===== config.mk =====
export PLATFORM = sky130hd
export DESIGN_NAME = deser_misc_status_gpio_regs
export DESIGN_NICKNAME = d
export VERILOG_FILES = /design/src/shared/deser_regs_pkg.sv /design/src/design/pixel_freq_counter.sv /design/src/design/deser_misc_status_gpio_regs.sv
export SDC_FILE = /design/constraint.sdc
export NUM_CORES = 1
export LEC_CHECK = 0
export BUFFER_PORTS_ARGS = -buffer_cell sky130_fd_sc_hd__clkbuf_2
export CORE_UTILIZATION = 53
export DETAILED_ROUTE_END_ITERATION = 10
export GPL_ROUTABILITY_DRIVEN = 0
export PLACE_DENSITY = 0.79
export SKIP_CTS_REPAIR_TIMING = 1
export SLEW_MARGIN = 40
export SYNTH_ARGS = -nofsm -noshare
export SYNTH_HDL_FRONTEND = slang
export SYNTH_SLANG_ARGS = --single-unit

===== constraint.sdc =====
create_clock -name CLK_SYS_I -period 1.5 [get_ports CLK_SYS_I]
set_input_delay 0.375 -clock CLK_SYS_I [delete_from_list [all_inputs] [get_ports CLK_SYS_I]]
set_output_delay 0.375 -clock CLK_SYS_I [all_outputs]
set_load 0.02 [all_outputs]

===== src/shared/deser_regs_pkg.sv =====
// register offsets, field positions, reset values and timing for the misc/status/gpio slice
// assumes an 8-bit register port and a 100 MHz system clock
package deser_regs_pkg;

  // ************************************************************
  // register offsets
  // ************************************************************
  localparam logic [7:0] ADDR_SCRATCH_B = 8'h19;
  localparam logic [7:0] ADDR_GPIO_CFG  = 8'h1a;
  localparam logic [7:0] ADDR_FREQ      = 8'h1b;
  localparam logic [7:0] ADDR_STATUS    = 8'h1c;

  // ************************************************************
  // reset values
  // ************************************************************
  localparam logic [7:0] SCRATCH_RESET  = 8'h01;
  localparam logic [7:0] GPIO_CFG_RESET = 8'h00;
  localparam logic [7:0] FREQ_RESET     = 8'h00;
  localparam logic [7:0] STATUS_RESET   = 8'h00;

  // ************************************************************
  // field positions
  // ************************************************************
  localparam int GLB_LEVEL_BIT     = 7;
  localparam int GLB_DIR_BIT       = 5;
  localparam int GLB_EN_BIT        = 4;
  localparam int P9_LEVEL_BIT      = 3;
  localparam int P9_DIR_BIT        = 1;
  localparam int P9_EN_BIT         = 0;
  localparam int ST_TWO_CH_BIT     = 4;
  localparam int ST_AUDIO_LOCK_BIT = 3;
  localparam int ST_CDR_LOCK_BIT   = 0;
  // reserved status bit 5 reads one
  localparam logic [7:0] ST_FIXED_ONES = 8'h20;

  // ************************************************************
  // timing
  // ************************************************************
  localparam int OSC_PERIOD_NS = 40;
  localparam int CLK_PERIOD_NS = 10;
  localparam int OSC_DIV_RAW   = (OSC_PERIOD_NS + CLK_PERIOD_NS / 2) / CLK_PERIOD_NS;
  localparam int OSC_DIV_CYC   = (OSC_DIV_RAW < 1) ? 1 : OSC_DIV_RAW;
  localparam logic [7:0] COUNT_MAX = 8'hff;

  // ************************************************************
  // pad modes
  // ************************************************************
  typedef enum logic [1:0] {
    PAD_FUNC_OUT,
    PAD_TRI,
    PAD_GPIO_OUT,
    PAD_GPIO_IN
  } pad_mode_t;

  // decode a {dir, en} pair
  function automatic pad_mode_t decode_pair(input logic dir, input logic en);
    pad_mode_t m;
    case ({dir, en})
      2'b00:   m = PAD_FUNC_OUT;
      2'b10:   m = PAD_TRI;
      2'b01:   m = PAD_GPIO_OUT;
      default: m = PAD_GPIO_IN;
    endcase
    return m;
  endfunction

endpackage


===== src/design/pixel_freq_counter.sv =====
// pixel clock edge counter over an interval of oscillator periods
// assumes pixel clock is sampled as a synchronous input
`timescale 1ns/1ps
module pixel_freq_counter
  import deser_regs_pkg::*;
(
  input  wire logic       clk_i,
  input  wire logic       srst_i,
  // control
  input  wire logic       start_i,
  input  wire logic [7:0] interval_i,
  // pixel clock sample
  input  wire logic       pclk_i,
  // result
  output logic      [7:0] count_o,
  output logic            busy_o
);
  localparam int DIVW = $clog2(OSC_DIV_CYC + 1);
  localparam logic [DIVW-1:0] DIV_LAST = DIVW'(OSC_DIV_CYC - 1);

  logic            pclk_prev_reg;
  logic [DIVW-1:0] div_reg;
  logic [7:0]      remain_reg;
  logic            pclk_rise;

  assign pclk_rise = pclk_i & ~pclk_prev_reg;

  // ************************************************************
  // pixel edge detect
  // ************************************************************
  always_ff @(posedge clk_i) begin
    if (srst_i) begin
      pclk_prev_reg <= 1'b0;
    end else begin
      pclk_prev_reg <= pclk_i;
    end
  end

  // ************************************************************
  // interval timing
  // ************************************************************
  always_ff @(posedge clk_i) begin
    if (srst_i) begin
      div_reg    <= '0;
      remain_reg <= 8'h00;
      busy_o     <= 1'b0;
    end else if (start_i) begin
      div_reg    <= '0;
      remain_reg <= interval_i;
      busy_o     <= (interval_i != 8'h00);
    end else if (busy_o) begin
      if (div_reg == DIV_LAST) begin
        div_reg    <= '0;
        remain_reg <= remain_reg - 8'h01;
        if (remain_reg == 8'h01) begin
          busy_o <= 1'b0;
        end
      end else begin
        div_reg <= div_reg + DIVW'(1);
      end
    end
  end

  // ************************************************************
  // edge count
  // ************************************************************
  always_ff @(posedge clk_i) begin
    if (srst_i) begin
      count_o <= FREQ_RESET;
    end else if (start_i) begin
      count_o <= 8'h00;
    end else if (busy_o && pclk_rise && count_o != COUNT_MAX) begin
      count_o <= count_o + 8'h01;
    end
  end

  sat_hold_a: assert property (@(posedge clk_i) disable iff (srst_i)
    (count_o == COUNT_MAX && !start_i) |=> count_o == COUNT_MAX)
    else $error("edge count left saturation");

  idle_hold_a: assert property (@(posedge clk_i) disable iff (srst_i)
    (!busy_o && !start_i) |=> $stable(count_o))
    else $error("edge count changed outside interval");

endmodule


===== src/design/deser_misc_status_gpio_regs.sv =====
// misc register slice: scratch byte, global/pin-nine gpio config, frequency counter, status
// assumes register port accesses are single-cycle strobes, pins synchronous to CLK_SYS_I
`timescale 1ns/1ps
module deser_misc_status_gpio_regs
  import deser_regs_pkg::*;
#(
  parameter int NUM_PINS = 4
) (
  // clock and reset
  input  wire logic                CLK_SYS_I,
  input  wire logic                SRST_I,
  // register port
  input  wire logic                REG_WR_I,
  input  wire logic                REG_RD_I,
  input  wire logic [7:0]          REG_ADDR_I,
  input  wire logic [7:0]          REG_WDATA_I,
  output logic      [7:0]          REG_RDATA_O,
  output logic                     REG_RVALID_O,
  // pixel clock sample
  input  wire logic                PCLK_I,
  // pin nine pad
  input  wire logic                GPIO9_FUNC_I,
  input  wire logic                GPIO9_REMOTE_EN_I,
  input  wire logic                GPIO9_REMOTE_VAL_I,
  input  wire logic                GPIO9_I,
  output logic                     GPIO9_O,
  output logic                     GPIO9_OE_O,
  output logic                     GPIO9_IN_O,
  // other pads under global force
  input  wire logic [NUM_PINS-1:0] PIN_DIR_I,
  input  wire logic [NUM_PINS-1:0] PIN_EN_I,
  input  wire logic [NUM_PINS-1:0] PIN_LEVEL_I,
  input  wire logic [NUM_PINS-1:0] PIN_FUNC_I,
  output logic      [NUM_PINS-1:0] PIN_O,
  output logic      [NUM_PINS-1:0] PIN_OE_O,
  // receiver state
  input  wire logic                TWO_CH_RX_I,
  input  wire logic                AUDIO_PLL_LOCK_I,
  input  wire logic                CDR_LOCK_CH0_I,
  input  wire logic                CDR_LOCK_CH1_I
);

  // ************************************************************
  // declarations
  // ************************************************************
  logic [7:0] scratch_reg;
  logic [7:0] gpio_cfg_reg;
  logic [7:0] status_reg;
  logic [7:0] freq_count;
  logic       freq_busy;
  logic       freq_start;
  logic       wr_scratch;
  logic       wr_gpio_cfg;
  logic       lock_next;
  logic [1:0] pin9_drive;
  logic [1:0] pin_drive [NUM_PINS];
  logic       glb_level;
  logic       p9_level;
  logic       p9_gpio_val;
  pad_mode_t  glb_mode;
  pad_mode_t  p9_mode;

  assign wr_scratch  = REG_WR_I && (REG_ADDR_I == ADDR_SCRATCH_B);
  assign wr_gpio_cfg = REG_WR_I && (REG_ADDR_I == ADDR_GPIO_CFG);
  assign freq_start  = REG_WR_I && (REG_ADDR_I == ADDR_FREQ);

  assign glb_level   = gpio_cfg_reg[GLB_LEVEL_BIT];
  assign p9_level    = gpio_cfg_reg[P9_LEVEL_BIT];
  assign glb_mode    = decode_pair(gpio_cfg_reg[GLB_DIR_BIT], gpio_cfg_reg[GLB_EN_BIT]);
  assign p9_mode     = decode_pair(gpio_cfg_reg[P9_DIR_BIT], gpio_cfg_reg[P9_EN_BIT]);
  // remote control replaces the local level
  assign p9_gpio_val = GPIO9_REMOTE_EN_I ? GPIO9_REMOTE_VAL_I : p9_level;

  // resolve one pad into {oe, out}
  function automatic logic [1:0] pad_drive(input pad_mode_t ind,
                                           input pad_mode_t glb,
                                           input logic      func,
                                           input logic      gpio_val,
                                           input logic      glb_val);
    pad_mode_t mode;
    logic      val;
    // individual setting wins unless it is plain functional
    mode = (ind != PAD_FUNC_OUT) ? ind : glb;
    val  = (ind != PAD_FUNC_OUT) ? gpio_val : glb_val;
    case (mode)
      PAD_FUNC_OUT: pad_drive = {1'b1, func};
      PAD_TRI:      pad_drive = 2'b00;
      PAD_GPIO_OUT: pad_drive = {1'b1, val};
      PAD_GPIO_IN:  pad_drive = 2'b00;
      default:      pad_drive = 2'b00;
    endcase
  endfunction

  // ************************************************************
  // register writes
  // ************************************************************
  always_ff @(posedge CLK_SYS_I) begin
    if (SRST_I) begin
      scratch_reg <= SCRATCH_RESET;
    end else if (wr_scratch) begin
      scratch_reg <= REG_WDATA_I;
    end
  end

  always_ff @(posedge CLK_SYS_I) begin
    if (SRST_I) begin
      gpio_cfg_reg <= GPIO_CFG_RESET;
    end else if (wr_gpio_cfg) begin
      gpio_cfg_reg <= REG_WDATA_I;
    end
  end

  // ************************************************************
  // frequency counter
  // ************************************************************
  pixel_freq_counter u_freq (
    .clk_i      (CLK_SYS_I),
    .srst_i     (SRST_I),
    .start_i    (freq_start),
    .interval_i (REG_WDATA_I),
    .pclk_i     (PCLK_I),
    .count_o    (freq_count),
    .busy_o     (freq_busy)
  );

  // ************************************************************
  // status
  // ************************************************************
  assign lock_next = TWO_CH_RX_I ? (CDR_LOCK_CH0_I & CDR_LOCK_CH1_I) : CDR_LOCK_CH0_I;

  always_ff @(posedge CLK_SYS_I) begin
    if (SRST_I) begin
      status_reg <= STATUS_RESET;
    end else begin
      status_reg                    <= 8'h00;
      status_reg[ST_TWO_CH_BIT]     <= TWO_CH_RX_I;
      status_reg[ST_AUDIO_LOCK_BIT] <= AUDIO_PLL_LOCK_I;
      status_reg[ST_CDR_LOCK_BIT]   <= lock_next;
    end
  end

  // ************************************************************
  // register reads
  // ************************************************************
  always_ff @(posedge CLK_SYS_I) begin
    if (SRST_I) begin
      REG_RDATA_O  <= 8'h00;
      REG_RVALID_O <= 1'b0;
    end else begin
      REG_RVALID_O <= REG_RD_I;
      if (REG_RD_I) begin
        case (REG_ADDR_I)
          ADDR_SCRATCH_B: REG_RDATA_O <= scratch_reg;
          ADDR_GPIO_CFG:  REG_RDATA_O <= gpio_cfg_reg;
          ADDR_FREQ:      REG_RDATA_O <= freq_count;
          ADDR_STATUS:    REG_RDATA_O <= status_reg | ST_FIXED_ONES;
          default:        REG_RDATA_O <= 8'h00;
        endcase
      end
    end
  end

  // ************************************************************
  // pads
  // ************************************************************
  assign pin9_drive = pad_drive(p9_mode, glb_mode, GPIO9_FUNC_I, p9_gpio_val, glb_level);

  always_ff @(posedge CLK_SYS_I) begin
    if (SRST_I) begin
      GPIO9_O    <= 1'b0;
      GPIO9_OE_O <= 1'b0;
      GPIO9_IN_O <= 1'b0;
    end else begin
      GPIO9_OE_O <= pin9_drive[1];
      GPIO9_O    <= pin9_drive[0];
      GPIO9_IN_O <= GPIO9_I;
    end
  end

  always_comb begin
    for (int i = 0; i < NUM_PINS; i++) begin
      pin_drive[i] = pad_drive(decode_pair(PIN_DIR_I[i], PIN_EN_I[i]), glb_mode,
                               PIN_FUNC_I[i], PIN_LEVEL_I[i], glb_level);
    end
  end

  always_ff @(posedge CLK_SYS_I) begin
    if (SRST_I) begin
      PIN_O    <= '0;
      PIN_OE_O <= '0;
    end else begin
      for (int i = 0; i < NUM_PINS; i++) begin
        PIN_OE_O[i] <= pin_drive[i][1];
        PIN_O[i]    <= pin_drive[i][0];
      end
    end
  end

  // ************************************************************
  // checks
  // ************************************************************
  scratch_read_a: assert property (@(posedge CLK_SYS_I) disable iff (SRST_I)
    (wr_scratch ##1 (REG_RD_I && REG_ADDR_I == ADDR_SCRATCH_B && !REG_WR_I))
      |=> REG_RDATA_O == $past(REG_WDATA_I, 2))
    else $error("scratch byte did not read back");

  global_level_a: assert property (@(posedge CLK_SYS_I) disable iff (SRST_I)
    (!PIN_DIR_I[0] && !PIN_EN_I[0] && glb_mode == PAD_GPIO_OUT)
      |=> (PIN_OE_O[0] && PIN_O[0] == $past(glb_level)))
    else $error("global level not driven");

  global_tri_a: assert property (@(posedge CLK_SYS_I) disable iff (SRST_I)
    (!PIN_DIR_I[0] && !PIN_EN_I[0] && (glb_mode == PAD_TRI || glb_mode == PAD_GPIO_IN))
      |=> !PIN_OE_O[0])
    else $error("pad driven in global tri-state or input");

  own_wins_a: assert property (@(posedge CLK_SYS_I) disable iff (SRST_I)
    (PIN_DIR_I[1] && !PIN_EN_I[1]) |=> !PIN_OE_O[1])
    else $error("global force overrode own tri-state");

  pin9_level_a: assert property (@(posedge CLK_SYS_I) disable iff (SRST_I)
    (p9_mode == PAD_GPIO_OUT && !GPIO9_REMOTE_EN_I)
      |=> (GPIO9_OE_O && GPIO9_O == $past(p9_level)))
    else $error("pin nine level not driven");

  pin9_input_a: assert property (@(posedge CLK_SYS_I) disable iff (SRST_I)
    (p9_mode == PAD_GPIO_IN) |=> !GPIO9_OE_O)
    else $error("pin nine driven in input mode");

  freq_start_a: assert property (@(posedge CLK_SYS_I) disable iff (SRST_I)
    (freq_start && REG_WDATA_I != 8'h00) |=> (freq_count == 8'h00 && freq_busy))
    else $error("counter did not restart");

  freq_span_a: assert property (@(posedge CLK_SYS_I) disable iff (SRST_I)
    (freq_start && REG_WDATA_I == 8'h01) ##1 (!freq_start)[*4] |=> !freq_busy)
    else $error("interval length wrong");

  lock_dual_a: assert property (@(posedge CLK_SYS_I) disable iff (SRST_I)
    (TWO_CH_RX_I && !CDR_LOCK_CH1_I) |=> !status_reg[ST_CDR_LOCK_BIT])
    else $error("lock shown with one channel unlocked");

  status_bits_a: assert property (@(posedge CLK_SYS_I) disable iff (SRST_I)
    ##1 (status_reg[ST_AUDIO_LOCK_BIT] == $past(AUDIO_PLL_LOCK_I)
         && status_reg[ST_TWO_CH_BIT] == $past(TWO_CH_RX_I)))
    else $error("status bits do not follow receiver");

endmodule


# Word-level counts from Yosys, hierarchy flattened
# Index checks and enable logic that the tools add are counted.
classes:
  n_eq_ne: 34
  n_reduce_logical: 31
  mux: 32
  n_addsub: 3
  bitwise_logic: 3
op_table:
  columns: ["operator", "count"]
  rows:
  - ["case mux 2 bit (3 select lines)", 11]
  - ["== test 2 bit, second input constant", 16]
  - ["== test 8 x 5 -> 1 bit, second input constant", 4]
  - ["case mux 8 bit (4 select lines)", 1]
  - ["2-to-1 mux 8 bit", 3]
  - ["== test 2 x 1 -> 1 bit, second input constant", 11]
  - ["zero test 2 bit", 11]
  - ["nonzero test 2 bit", 7]
  - ["OR reduction 2 bit", 6]
  - ["2-to-1 mux 1 bit", 11]
  - ["2-to-1 mux 2 bit", 5]
  - ["adder 8 x 1 -> 8 bit, second input constant", 1]
  - ["== test 8 x 1 -> 1 bit, second input constant", 1]
  - ["inequality test 8 bit, second input constant", 1]
  - ["nonzero test 8 bit", 1]
  - ["subtractor 8 x 1 -> 8 bit, second input constant", 1]
  - ["logical AND 1 bit", 5]
  - ["adder 3 x 1 -> 3 bit, second input constant", 1]
  - ["== test 3 x 2 -> 1 bit, second input constant", 1]
  - ["2-to-1 mux 3 bit", 1]
  - ["bitwise AND 1 bit", 2]
  - ["AND reduction 2 bit", 1]
  - ["NOT 1 bit", 1]
totals:
  input_bits: 45
  register_bits: 65
  out_inout_bits: 20

# Logic depth before layout (Yosys ltp)
# Gate-level depths: netlist of the first run.
logic_depth:
  depth_word: 7
  mapped_depth: 6
  ltp_nobuf: 6

# Modules after synthesis
# A second synthesis of the first run with hierarchy kept.
unflattened:
  cells_unflattened: 330
  area_unflattened_um2: 3086.7
modules_own_cells:
  columns: ["mod", "cells_per_inst", "area_each_um2", "n_inst"]
  rows:
  - ["deser_misc_status_gpio_regs", 198, 1936.9, 1]
  - ["pixel_freq_counter", 132, 1149.9, 1]

# Worst setup path after synthesis of the first run
# Ideal clock, no wire load.
synth_path:
  kind: "in2reg"
  startpoint: "in REG_ADDR_I[6]"
  endpoint: "reg scratch_reg[0]"
  required_ns: 1.380
  arrival_ns: 1.261
  setup_slack_ns: 0.120
  stages: 5
  path_cell_list: "and4bb_2 -> and3b_1 -> buf_6 -> nor2b_2 -> a211o_1"
synth_via:
  elab_chain_len: 2
synth_rtl:
  columns: ["item", "line_no", "rtl"]
  rows:
  - ["start: declaration", "deser_misc_status_gpio_regs.sv:15", "input wire logic [7:0] REG_ADDR_I,"]
  - ["== test 8 x 5 -> 1 bit", "deser_misc_status_gpio_regs.sv:63", "assign wr_scratch = REG_WR_I && (REG_ADDR_I == ADDR_SCRATCH_B);"]
  - ["logical AND 1 bit", "deser_misc_status_gpio_regs.sv:63", null]
  - ["end signal: assignment", "deser_misc_status_gpio_regs.sv:99", "scratch_reg <= SCRATCH_RESET;"]
  - ["end signal: assignment", "deser_misc_status_gpio_regs.sv:101", "scratch_reg <= REG_WDATA_I;"]
  - ["end: declaration", "deser_misc_status_gpio_regs.sv:46", "logic [7:0] scratch_reg;"]
# Every way passes these cells.
# A chain may end at the register's enable or synchronous reset.

# Worst setup path after layout of the first run
layout_path:
  startpoint: "reg u_freq.busy_o"
  endpoint: "reg u_freq.count_o[7]"
layout_via:
  elab_chain_len: 2
layout_rtl:
  columns: ["item", "line_no", "rtl"]
  rows:
  - ["start: declaration", "pixel_freq_counter.sv:16", "output logic busy_o"]
  - ["start signal: assignment", "pixel_freq_counter.sv:50", "busy_o <= (interval_i != 8'h00);"]
  - ["logical AND 1 bit (2 in series)", "pixel_freq_counter.sv:72", "end else if (busy_o && pclk_rise && count_o != COUNT_MAX) begin"]
  - ["end signal: assignment", "pixel_freq_counter.sv:73", "count_o <= count_o + 8'h01;"]
  - ["end: declaration", "pixel_freq_counter.sv:15", "output logic [7:0] count_o,"]
# Every way passes these cells.

==> impl_results.md, run 1 <==
* Final setup skew at between 9 and 10 ps
* WL/cell at roughly 14 um
* Cell area after layout at ~0.0035 mm2
* Design Power at 3.24 mW
* Clk slew on worst S/H paths at ~70 ps
* Internal at between 2 and 2.5 mW
* WP data required at approximately 1800 ps
* Synth area leader: dfxtp_1
* Area growth, synth to finish at 25.8%
* # rows at 25
* CTS root buf: clkbuf_8
* Worst hold path type: input pin to flop
* Hpwl dp at ~4.7 mm
* Critical Path Start Type: flop
* DR iter-0 viols at ~90
* Layout cells sized above 1 at around 30%
* Combinational Power Share at under 10%
* Final hold vios at 0
* Switching share of power at between 20% and 30%
* Layout net count at about 430
* Ys Warns at 0
* Setup WS post-layout at 158 ps
* CORE AREA at 0.00488 mm2
* Unrepaired setup endpoints after global routing: no
* CP Class: flop to flop
* Final Max Tran Viols at 0
* Worst-Margin Slew at 434 ps
* Starting density of the core at a little under three fifths
* R2R Path Start: u_freq.busy_o
* Final std cells w/o fill at 448
* Die width at about 74 um
* Slowest cell on crit path: dfxtp_1
* Largest cells by area after synthesis: dfxtp_1 43%, mux2i_1 10%, nor2_1 5.3%
* Worst R2R Path Depth at 4
* Inserted Diodes at 0
* CP max FO at 7
* Synth cell count leaders: 60 x dfxtp_1, 39 x nor2_1, 28 x mux2i_1
* Vias/cell at between 5 and 6
* CTS tree: done
* Remaining global-route overflow at 0
* Remaining DRCs at 0
* Pwr/cell area at 930 mW/mm2
* Sequential cell fraction of total power at 50.2%
* Cell count after placement at approximately 430
* Async SR Flop Fraction at 0%
* Synthesized area per cell at 9.43 um2
* Setup crit start: u_freq.busy_o
* Post-synthesis cell type count at 46
* WL final at roughly 6.3 mm
* IO Pins at 65
* Clock Power Share at a little over two fifths
* Max cap viols at 0
* Vias in the first global route at approximately 2,100
* Syn nets at 342
* Post-synth EDFFs at 0
* Final worst path period need at about 1300 ps
* Run status: finished, final reports clean
* Worst Min Path Start: PIN_DIR_I[0]
* IO Port Bufs at between 60 and 70
* Max Buffers Root-to-Sink at 2
* Crit path DAT at between 1500 and 2000 ps
* Post-Syn Area at between 0.002 and 0.003 mm2
* Post-Place Setup Slack at -94.1 ps
* Vias at 2,364
* Post-synth top area share at a little over two fifths
* Worst Setup End Kind: flop
* Setup_tns at 0 ps
* Drt pass-1 iters at 4
* First-pass GRT wire length at approximately 9.7 mm
* All-Layer GR Usage at 23.8%
* Utilization after layout at between 70% and 80%
* H-Tree Depth at 3
* Switch Pwr at 0.747 mW
* CP peak stage delay at 410 ps
* Antenna violations before repair at 0
* Largest net degree at the start of global routing at 18
* Full die area at 0.00551 mm2
* Sequential fraction of the synthesis area at 43.5%
* Max_slew headroom at around 70%
* F_max at between 700 and 800 MHz
* #FFs+latches synth at 60
* Hold depth at 2
* Clk Latency, worst-skew pair at 340 ps
* Final setup viols at 0
* Placed inst area at 0.00327 mm2
* Hold_ws at around 220 ps
* LEAKAGE at 1.57 nW
* CTS Sinks at 60
* Predominant post-synthesis flop cell: dfxtp_1
* Worst path cell trace: and3b_1 > and4_1 > nor2_1 > a311oi_1
* Die height at ~74 um
* CTS Buf Count at 9
* Top-count cell post-synth: dfxtp_1
* Tcrit/Tclk final at between 80% and 90%
* Cells after Synth at just under 300
* Antenna-violating nets left at 0
* Worst vdd ir at 801 uV
area by class of cell:
cell class | instances | area [um2]
clock buffers | 11 | 131
clock inverters | 5 | 52.6
fillers | 409 | 1400
inverters | 8 | 30.0
multi-input cells | 213 | 1480
flip-flops and latches | 60 | 1200
well taps | 67 | 83.8
repair buffers | 84 | 495
final timing paths:
check | endpoint | slack [ps]
min reg2reg | REG_RDATA_O[4] | 450
min | PIN_OE_O[0] | 220
max reg2reg | u_freq.count_o[7] | 160
max | u_freq.count_o[7] | 160
cells by family (layout without fill, tap and decap cells):
logic type | after synthesis | after routing | share of synthesized area (%)
buffers and inverters | 20 | 108 | 3.71
muxes | 33 | 33 | 12.2
DFF | 60 | 60 | 43.5
xor gates and xnor gates | 11 | 11 | 3.49
adders and majority gates | 4 | 4 | 1.81
AOI/OAI and AO/OA | 47 | 47 | 11.8
and+or+nand+nor | 118 | 118 | 23.6
power by group through the flow:
stage                     Combinational (mW)  Sequential, mW  Clock (mW)
after floorplan                       0.0909            1.68           0
after global routing                   0.265            1.62        1.49
after CTS                              0.245            1.62        1.40
final                                  0.247            1.62        1.37
after global placement                 0.238            1.66           0
after detailed placement               0.243            1.66           0
worst max-delay path, delay by kind of cell, from the launching register on:
| family | cells | cell delay [ps] |
|---|---|---|
| simple gates | 3 | 620 |
| compound gates | 1 | 210 |
| flops | 1 | 410 |
layout by cell type (no fill, tap or decap), types with 2 or more instances in the layout:
cell type | synthesis | final
clkbuf_2 | 0 | 64
dfxtp_1 | 60 | 58
nor2_1 | 39 | 39
mux2i_1 | 28 | 28
nand2_1 | 18 | 18
buf_4 | 5 | 18
a211oi_1 | 13 | 13
o21ai_0 | 12 | 12
nand2b_1 | 12 | 12
nor2b_1 | 9 | 9
xor2_1 | 9 | 9
clkbuf_8 | 0 | 9
inv_1 | 8 | 7
a22oi_1 | 7 | 7
mux2_2 | 5 | 5
and2_1 | 5 | 5
and3b_1 | 5 | 4
and3_1 | 4 | 4
nand3_1 | 4 | 4
nor3_1 | 4 | 3
o22a_1 | 3 | 3
a21oi_1 | 3 | 3
clkinv_2 | 0 | 3
and2b_1 | 2 | 2
nand4b_1 | 2 | 2
xnor2_1 | 2 | 2
nand3b_1 | 2 | 2
nand4_1 | 2 | 2
o211ai_1 | 2 | 2
nor4_1 | 2 | 2
ha_1 | 4 | 2
clkbuf_1 | 5 | 2
buf_12 | 0 | 2
dfxtp_2 | 0 | 2
layer usage:
metal / share of wire, % / GRT usage (%) / up-vias
met3: 4.1 / 9.49 / 12
li1: - / - / 1198
met2: 48 / 38.3 / 56
met4: 1.4 / 6.71 / 0
met5: 0 / 0 / -
met1: 47 / 29.6 / 1098
Note: power is estimated with default switching activity, not from simulation.
==> run 2, diff against run 1 <==
Settings changed: SETUP_SLACK_MARGIN set to 0.3.
==> impl_results.md, run 2 (synthesis gave the netlist of run 1 again) <==
* Most common cell after layout, fill and taps aside: clkbuf_2
* Area growth, synth to finish at 38.0%
* CP max FO at 5
* Unrepaired setup endpoints after global routing: yes
* Remaining DRCs at 0
* IO Pins at 65
* Die width at around 74 um
* Levels on crit path at 5
* Post-Place Setup Slack at -13.5 ps
* Full die area at 0.00551 mm2
* Pwr/cell area at ~900 mW/mm2
* CTS Sinks at 60
* Drt pass-1 iters at 4
* Clk slew on worst S/H paths at approximately 70 ps
* Final setup viols at 0
* Remaining global-route overflow at 0
* Vias in the first global route at roughly 2,200
* WP buf/inv at 0
* Worst R2R Path Depth at 5
* Inserted Diodes at 0
* Vias/cell at 5.43
* CTS tree: done
* Run status: finished, final reports clean
* Max Buffers Root-to-Sink at 2
* All-Layer GR Usage at about a quarter
* Max cap viols at 0
* Final Max Tran Viols at 0
* Worst hold path type: input pin to flop
* WL final at ~7.4 mm
* CTS root buf: clkbuf_8
* Worst Setup End Kind: flop
* IO Port Bufs at 64
* Slowest cell on crit path: dfxtp_2
* Vias at roughly 2,500
* Utilization after layout at 78.2%
* Final std cells w/o fill at roughly 460
* Final hold vios at 0
* DR iter-0 viols at 132
* Hpwl dp at 4.79 mm
* # rows at 25
* CORE AREA at between 0.004 and 0.005 mm2
* Antenna-violating nets left at 0
* Die height at approximately 74 um
* First-pass GRT wire length at roughly 10 mm
* F_max at roughly 750 MHz
* WP data required at about 1800 ps
* Final worst path period need at around 1300 ps
* Critical Path Start Type: flop
* Crit path DAT at ~1600 ps
* LEAKAGE at 1.69 nW
* Layout cells sized above 1 at 41.2%
* Largest net degree at the start of global routing at 26
* Worst vdd ir at 795 uV
* H-Tree Depth at 3
* Starting density of the core at between 50% and 60%
* CP peak stage delay at 350 ps
* CTS Buf Count at 9
* Hold depth at 2
* Clk Latency, worst-skew pair at between 300 and 400 ps
* Setup_tns at 0 ps
* Commonest cells after routing, fill and taps aside: 44 x clkbuf_2, 39 x nor2_1, 33 x dfxtp_1
* CP Class: flop to flop
* Crit-path leading delay family: simple AND/OR/NAND/NOR gates
* Layout net count at 432
* Max_slew headroom at around 68%
* WL/cell at around 16 um
* Setup WS post-layout at around 160 ps
* Final setup skew at 8.36 ps
* Antenna violations before repair at 0
* Worst-Margin Slew at between 400 and 500 ps
* Cell count after placement at between 400 and 500
* Worst path cell trace: ha_4 > and3b_2 > nand4b_1 > xor2_1 > a211oi_1
* Tcrit/Tclk final at between 80% and 90%
run 2: cell count changes in the layout (fill, tap and decap cells not counted), sizes merged:
cell / previous run / this run
buf: 20 / 46
clkbuf: 75 / 56
clkinv: 3 / 2
dlymetal6s2s: 0 / 1
run 2: through the flow:
step / power [mW] / cell area [um2] / hold WS (ps)
2_1_floorplan: 1.77 / 2800 / 421
3_3_place_gp: 1.90 / 3280 / 437
3_5_place_dp: 1.91 / 3280 / 440
4_1_cts: 3.38 / 3480 / 204
5_1_grt: 3.48 / 3810 / 210
6_report: 3.36 / 3810 / 208
run 2: worst paths after layout:
kind | slack (ps) | from | endpoint
setup reg to reg | 160 | u_freq.div_reg[1] | u_freq.remain_reg[7]
setup / recovery | 160 | u_freq.div_reg[1] | u_freq.remain_reg[7]
hold reg to reg | 460 | REG_RDATA_O[7] | REG_RDATA_O[7]
hold / removal | 210 | PIN_DIR_I[3] | PIN_OE_O[3]
run 2: layout make-up:
| type | count | area [um2] |
|---|---|---|
| clock buffer | 12 | 155 |
| tap | 67 | 83.8 |
| inverter | 8 | 30.0 |
| clock inverter | 4 | 47.5 |
| fill | 343 | 1070 |
| multi-input combinational | 213 | 1580 |
| sequential | 60 | 1250 |
| timing repair buffer | 91 | 668 |
run 2: where the power goes:
group / internal, mW / switching, mW / total [mW]
Clock: 0.852 / 0.630 / 1.48
Sequential: 1.60 / 0.00833 / 1.61
Combinational: 0.128 / 0.139 / 0.267
run 2: routing by layer:
layer	GRT usage, %	wire, um
met1	30.2	3150
met2	41.7	3820
met3	8.27	372
met4	9.22	91
met5	0	0
==> run 3, diff against run 2 <==
Settings changed: CORE_UTILIZATION 53 to 35, PLACE_DENSITY 0.79 to not set.
==> impl_results.md, run 3 (synthesis gave the netlist of run 1 again) <==
* Run status: finished, final reports clean
* WL/cell at roughly 14 um
* Remaining global-route overflow at 0
* Max cap viols at 0
* Clk slew on worst S/H paths at ~70 ps
* First-pass GRT wire length at roughly 11 mm
* Clk Latency, worst-skew pair at about 340 ps
* Vias in the first global route at approximately 2,200
* Pwr/cell area at around 870 mW/mm2
* Crit path DAT at between 1500 and 2000 ps
* Largest net degree at the start of global routing at 18
* Full die area at a little over 0.008 mm2
* Layout net count at about 430
* Crit-path leading delay family: simple AND/OR/NAND/NOR gates
* CP max FO at 6
* Starting density of the core at 36.0%
* F_max at around 750 MHz
* Worst vdd ir at 532 uV
* Design Power at between 3 and 4 mW
* Setup WS post-layout at ~160 ps
* Levels on crit path at 5
* Vias/cell at approximately 4.9
* WP data required at 1750 ps
* Unrepaired setup endpoints after global routing: yes
* CORE AREA at between 0.007 and 0.008 mm2
* WL final at roughly 7 mm
* All-Layer GR Usage at around 17%
* Die height at roughly 90 um
* Worst Setup End Kind: flop
* Register Area at around 0.0012 mm2
* Reg-to-reg endpoint: u_freq.remain_reg[7]
* Drt pass-1 iters at 5
* Antenna violations before repair at 0
* Final setup skew at approximately 8.5 ps
* H-Tree Depth at 3
* WP buf/inv at 0
* Worst hold path type: input pin to flop
* FILL cells at around 740
* IO Port Bufs at between 60 and 70
* DR iter-0 viols at roughly 80
* CTS root buf: clkbuf_8
* Max_slew headroom at between 60% and 70%
* Commonest cells after routing, fill and taps aside: 42 x clkbuf_2, 39 x nor2_1, 37 x dfxtp_1
* Area growth, synth to finish at 39.8%
* CP peak stage delay at roughly 360 ps
* Worst R2R Path Depth at 5
* Die width at roughly 90 um
* LEAKAGE at between 1.5 and 2 nW
* Post-Place Setup Slack at -10.7 ps
* CTS tree: done
* Final Max Tran Viols at 0
* Layout cells sized above 1 at about two fifths
* # rows at 32
* Most common cell after layout, fill and taps aside: clkbuf_2
* Final setup viols at 0
* R2r setup slk at approximately 160 ps
* Antenna-violating nets left at 0
* R2R Path Start: u_freq.div_reg[0]
* Final hold vios at 0
* CTS Sinks at 60
* IO Pins at 65
* Final worst path period need at ~1300 ps
* Endpoint, Worst Hold: PIN_OE_O[1]
* CTS Buf Count at 9
* Hpwl dp at 4.92 mm
* Max Buffers Root-to-Sink at 2
* Worst path cell trace: ha_4 > and3b_2 > nand4b_1 > xor2_1 > a211oi_1
* Hold depth at 2
* Remaining DRCs at 0
* Setup_tns at 0 ps
* Vias at around 2,400
* Worst-Margin Slew at around 470 ps
* Slowest cell on crit path: dfxtp_2
* Critical Path Start Type: flop
* Tcrit/Tclk final at 89.2%
* Multi-input gate area at approximately 0.0016 mm2
* Worst Min Path Start: PIN_DIR_I[1]
* CP Class: flop to flop
* Inserted Diodes at 0
## run 3: through the flow
| step | utilization, % | area, um2 | hold slack (ps) | std cells |
|---|---|---|---|---|
| after floorplan | - | 2800 | 421 | 293 |
| after global placement | 43.4 | 3340 | 434 | 463 |
| after detailed placement | 43.4 | 3340 | 448 | 463 |
| after CTS | 46.0 | 3540 | 199 | 479 |
| after global routing | 50.3 | 3860 | 211 | 490 |
| final | 50.3 | 3860 | 211 | 490 |
## run 3: worst max-delay path by stage
stage                                  from                    to  slack, ps
final                     u_freq.div_reg[0]  u_freq.remain_reg[7]        160
after global routing      u_freq.div_reg[0]  u_freq.remain_reg[3]         90
after CTS                 u_freq.div_reg[0]  u_freq.remain_reg[7]         20
after detailed placement      REG_ADDR_I[7]        scratch_reg[0]        -10
after global placement        REG_ADDR_I[7]        scratch_reg[0]          5
after floorplan               REG_ADDR_I[7]        scratch_reg[0]        160
## run 3: power by group
part / switching (mW) / internal [mW] / leakage (nW)
clock network: 0.623 / 0.845 / 0.109
registers: 0.00688 / 1.61 / 0.500
logic: 0.136 / 0.133 / 1.07
total: 0.767 / 2.59 / 1.68
## run 3: area by class of cell
class | count | share of cell area [%]
clock inverter | 5 | 1.30
multi-input combinational | 213 | 40.7
tap | 102 | 3.30
sequential | 60 | 32.2
clock buffer | 11 | 3.92
inverter | 8 | 0.777
timing repair buffer | 91 | 17.8
## run 3: layer usage
metal | GRT usage (%) | vias up | share of wire, %
met1 | 23.5 | 1150 | 50
met3 | 4.63 | 14 | 2.9
met4 | 5.56 | 0 | 2.1
met5 | 0 | - | 0
li1 | - | 1217 | -
met2 | 24.5 | 42 | 46
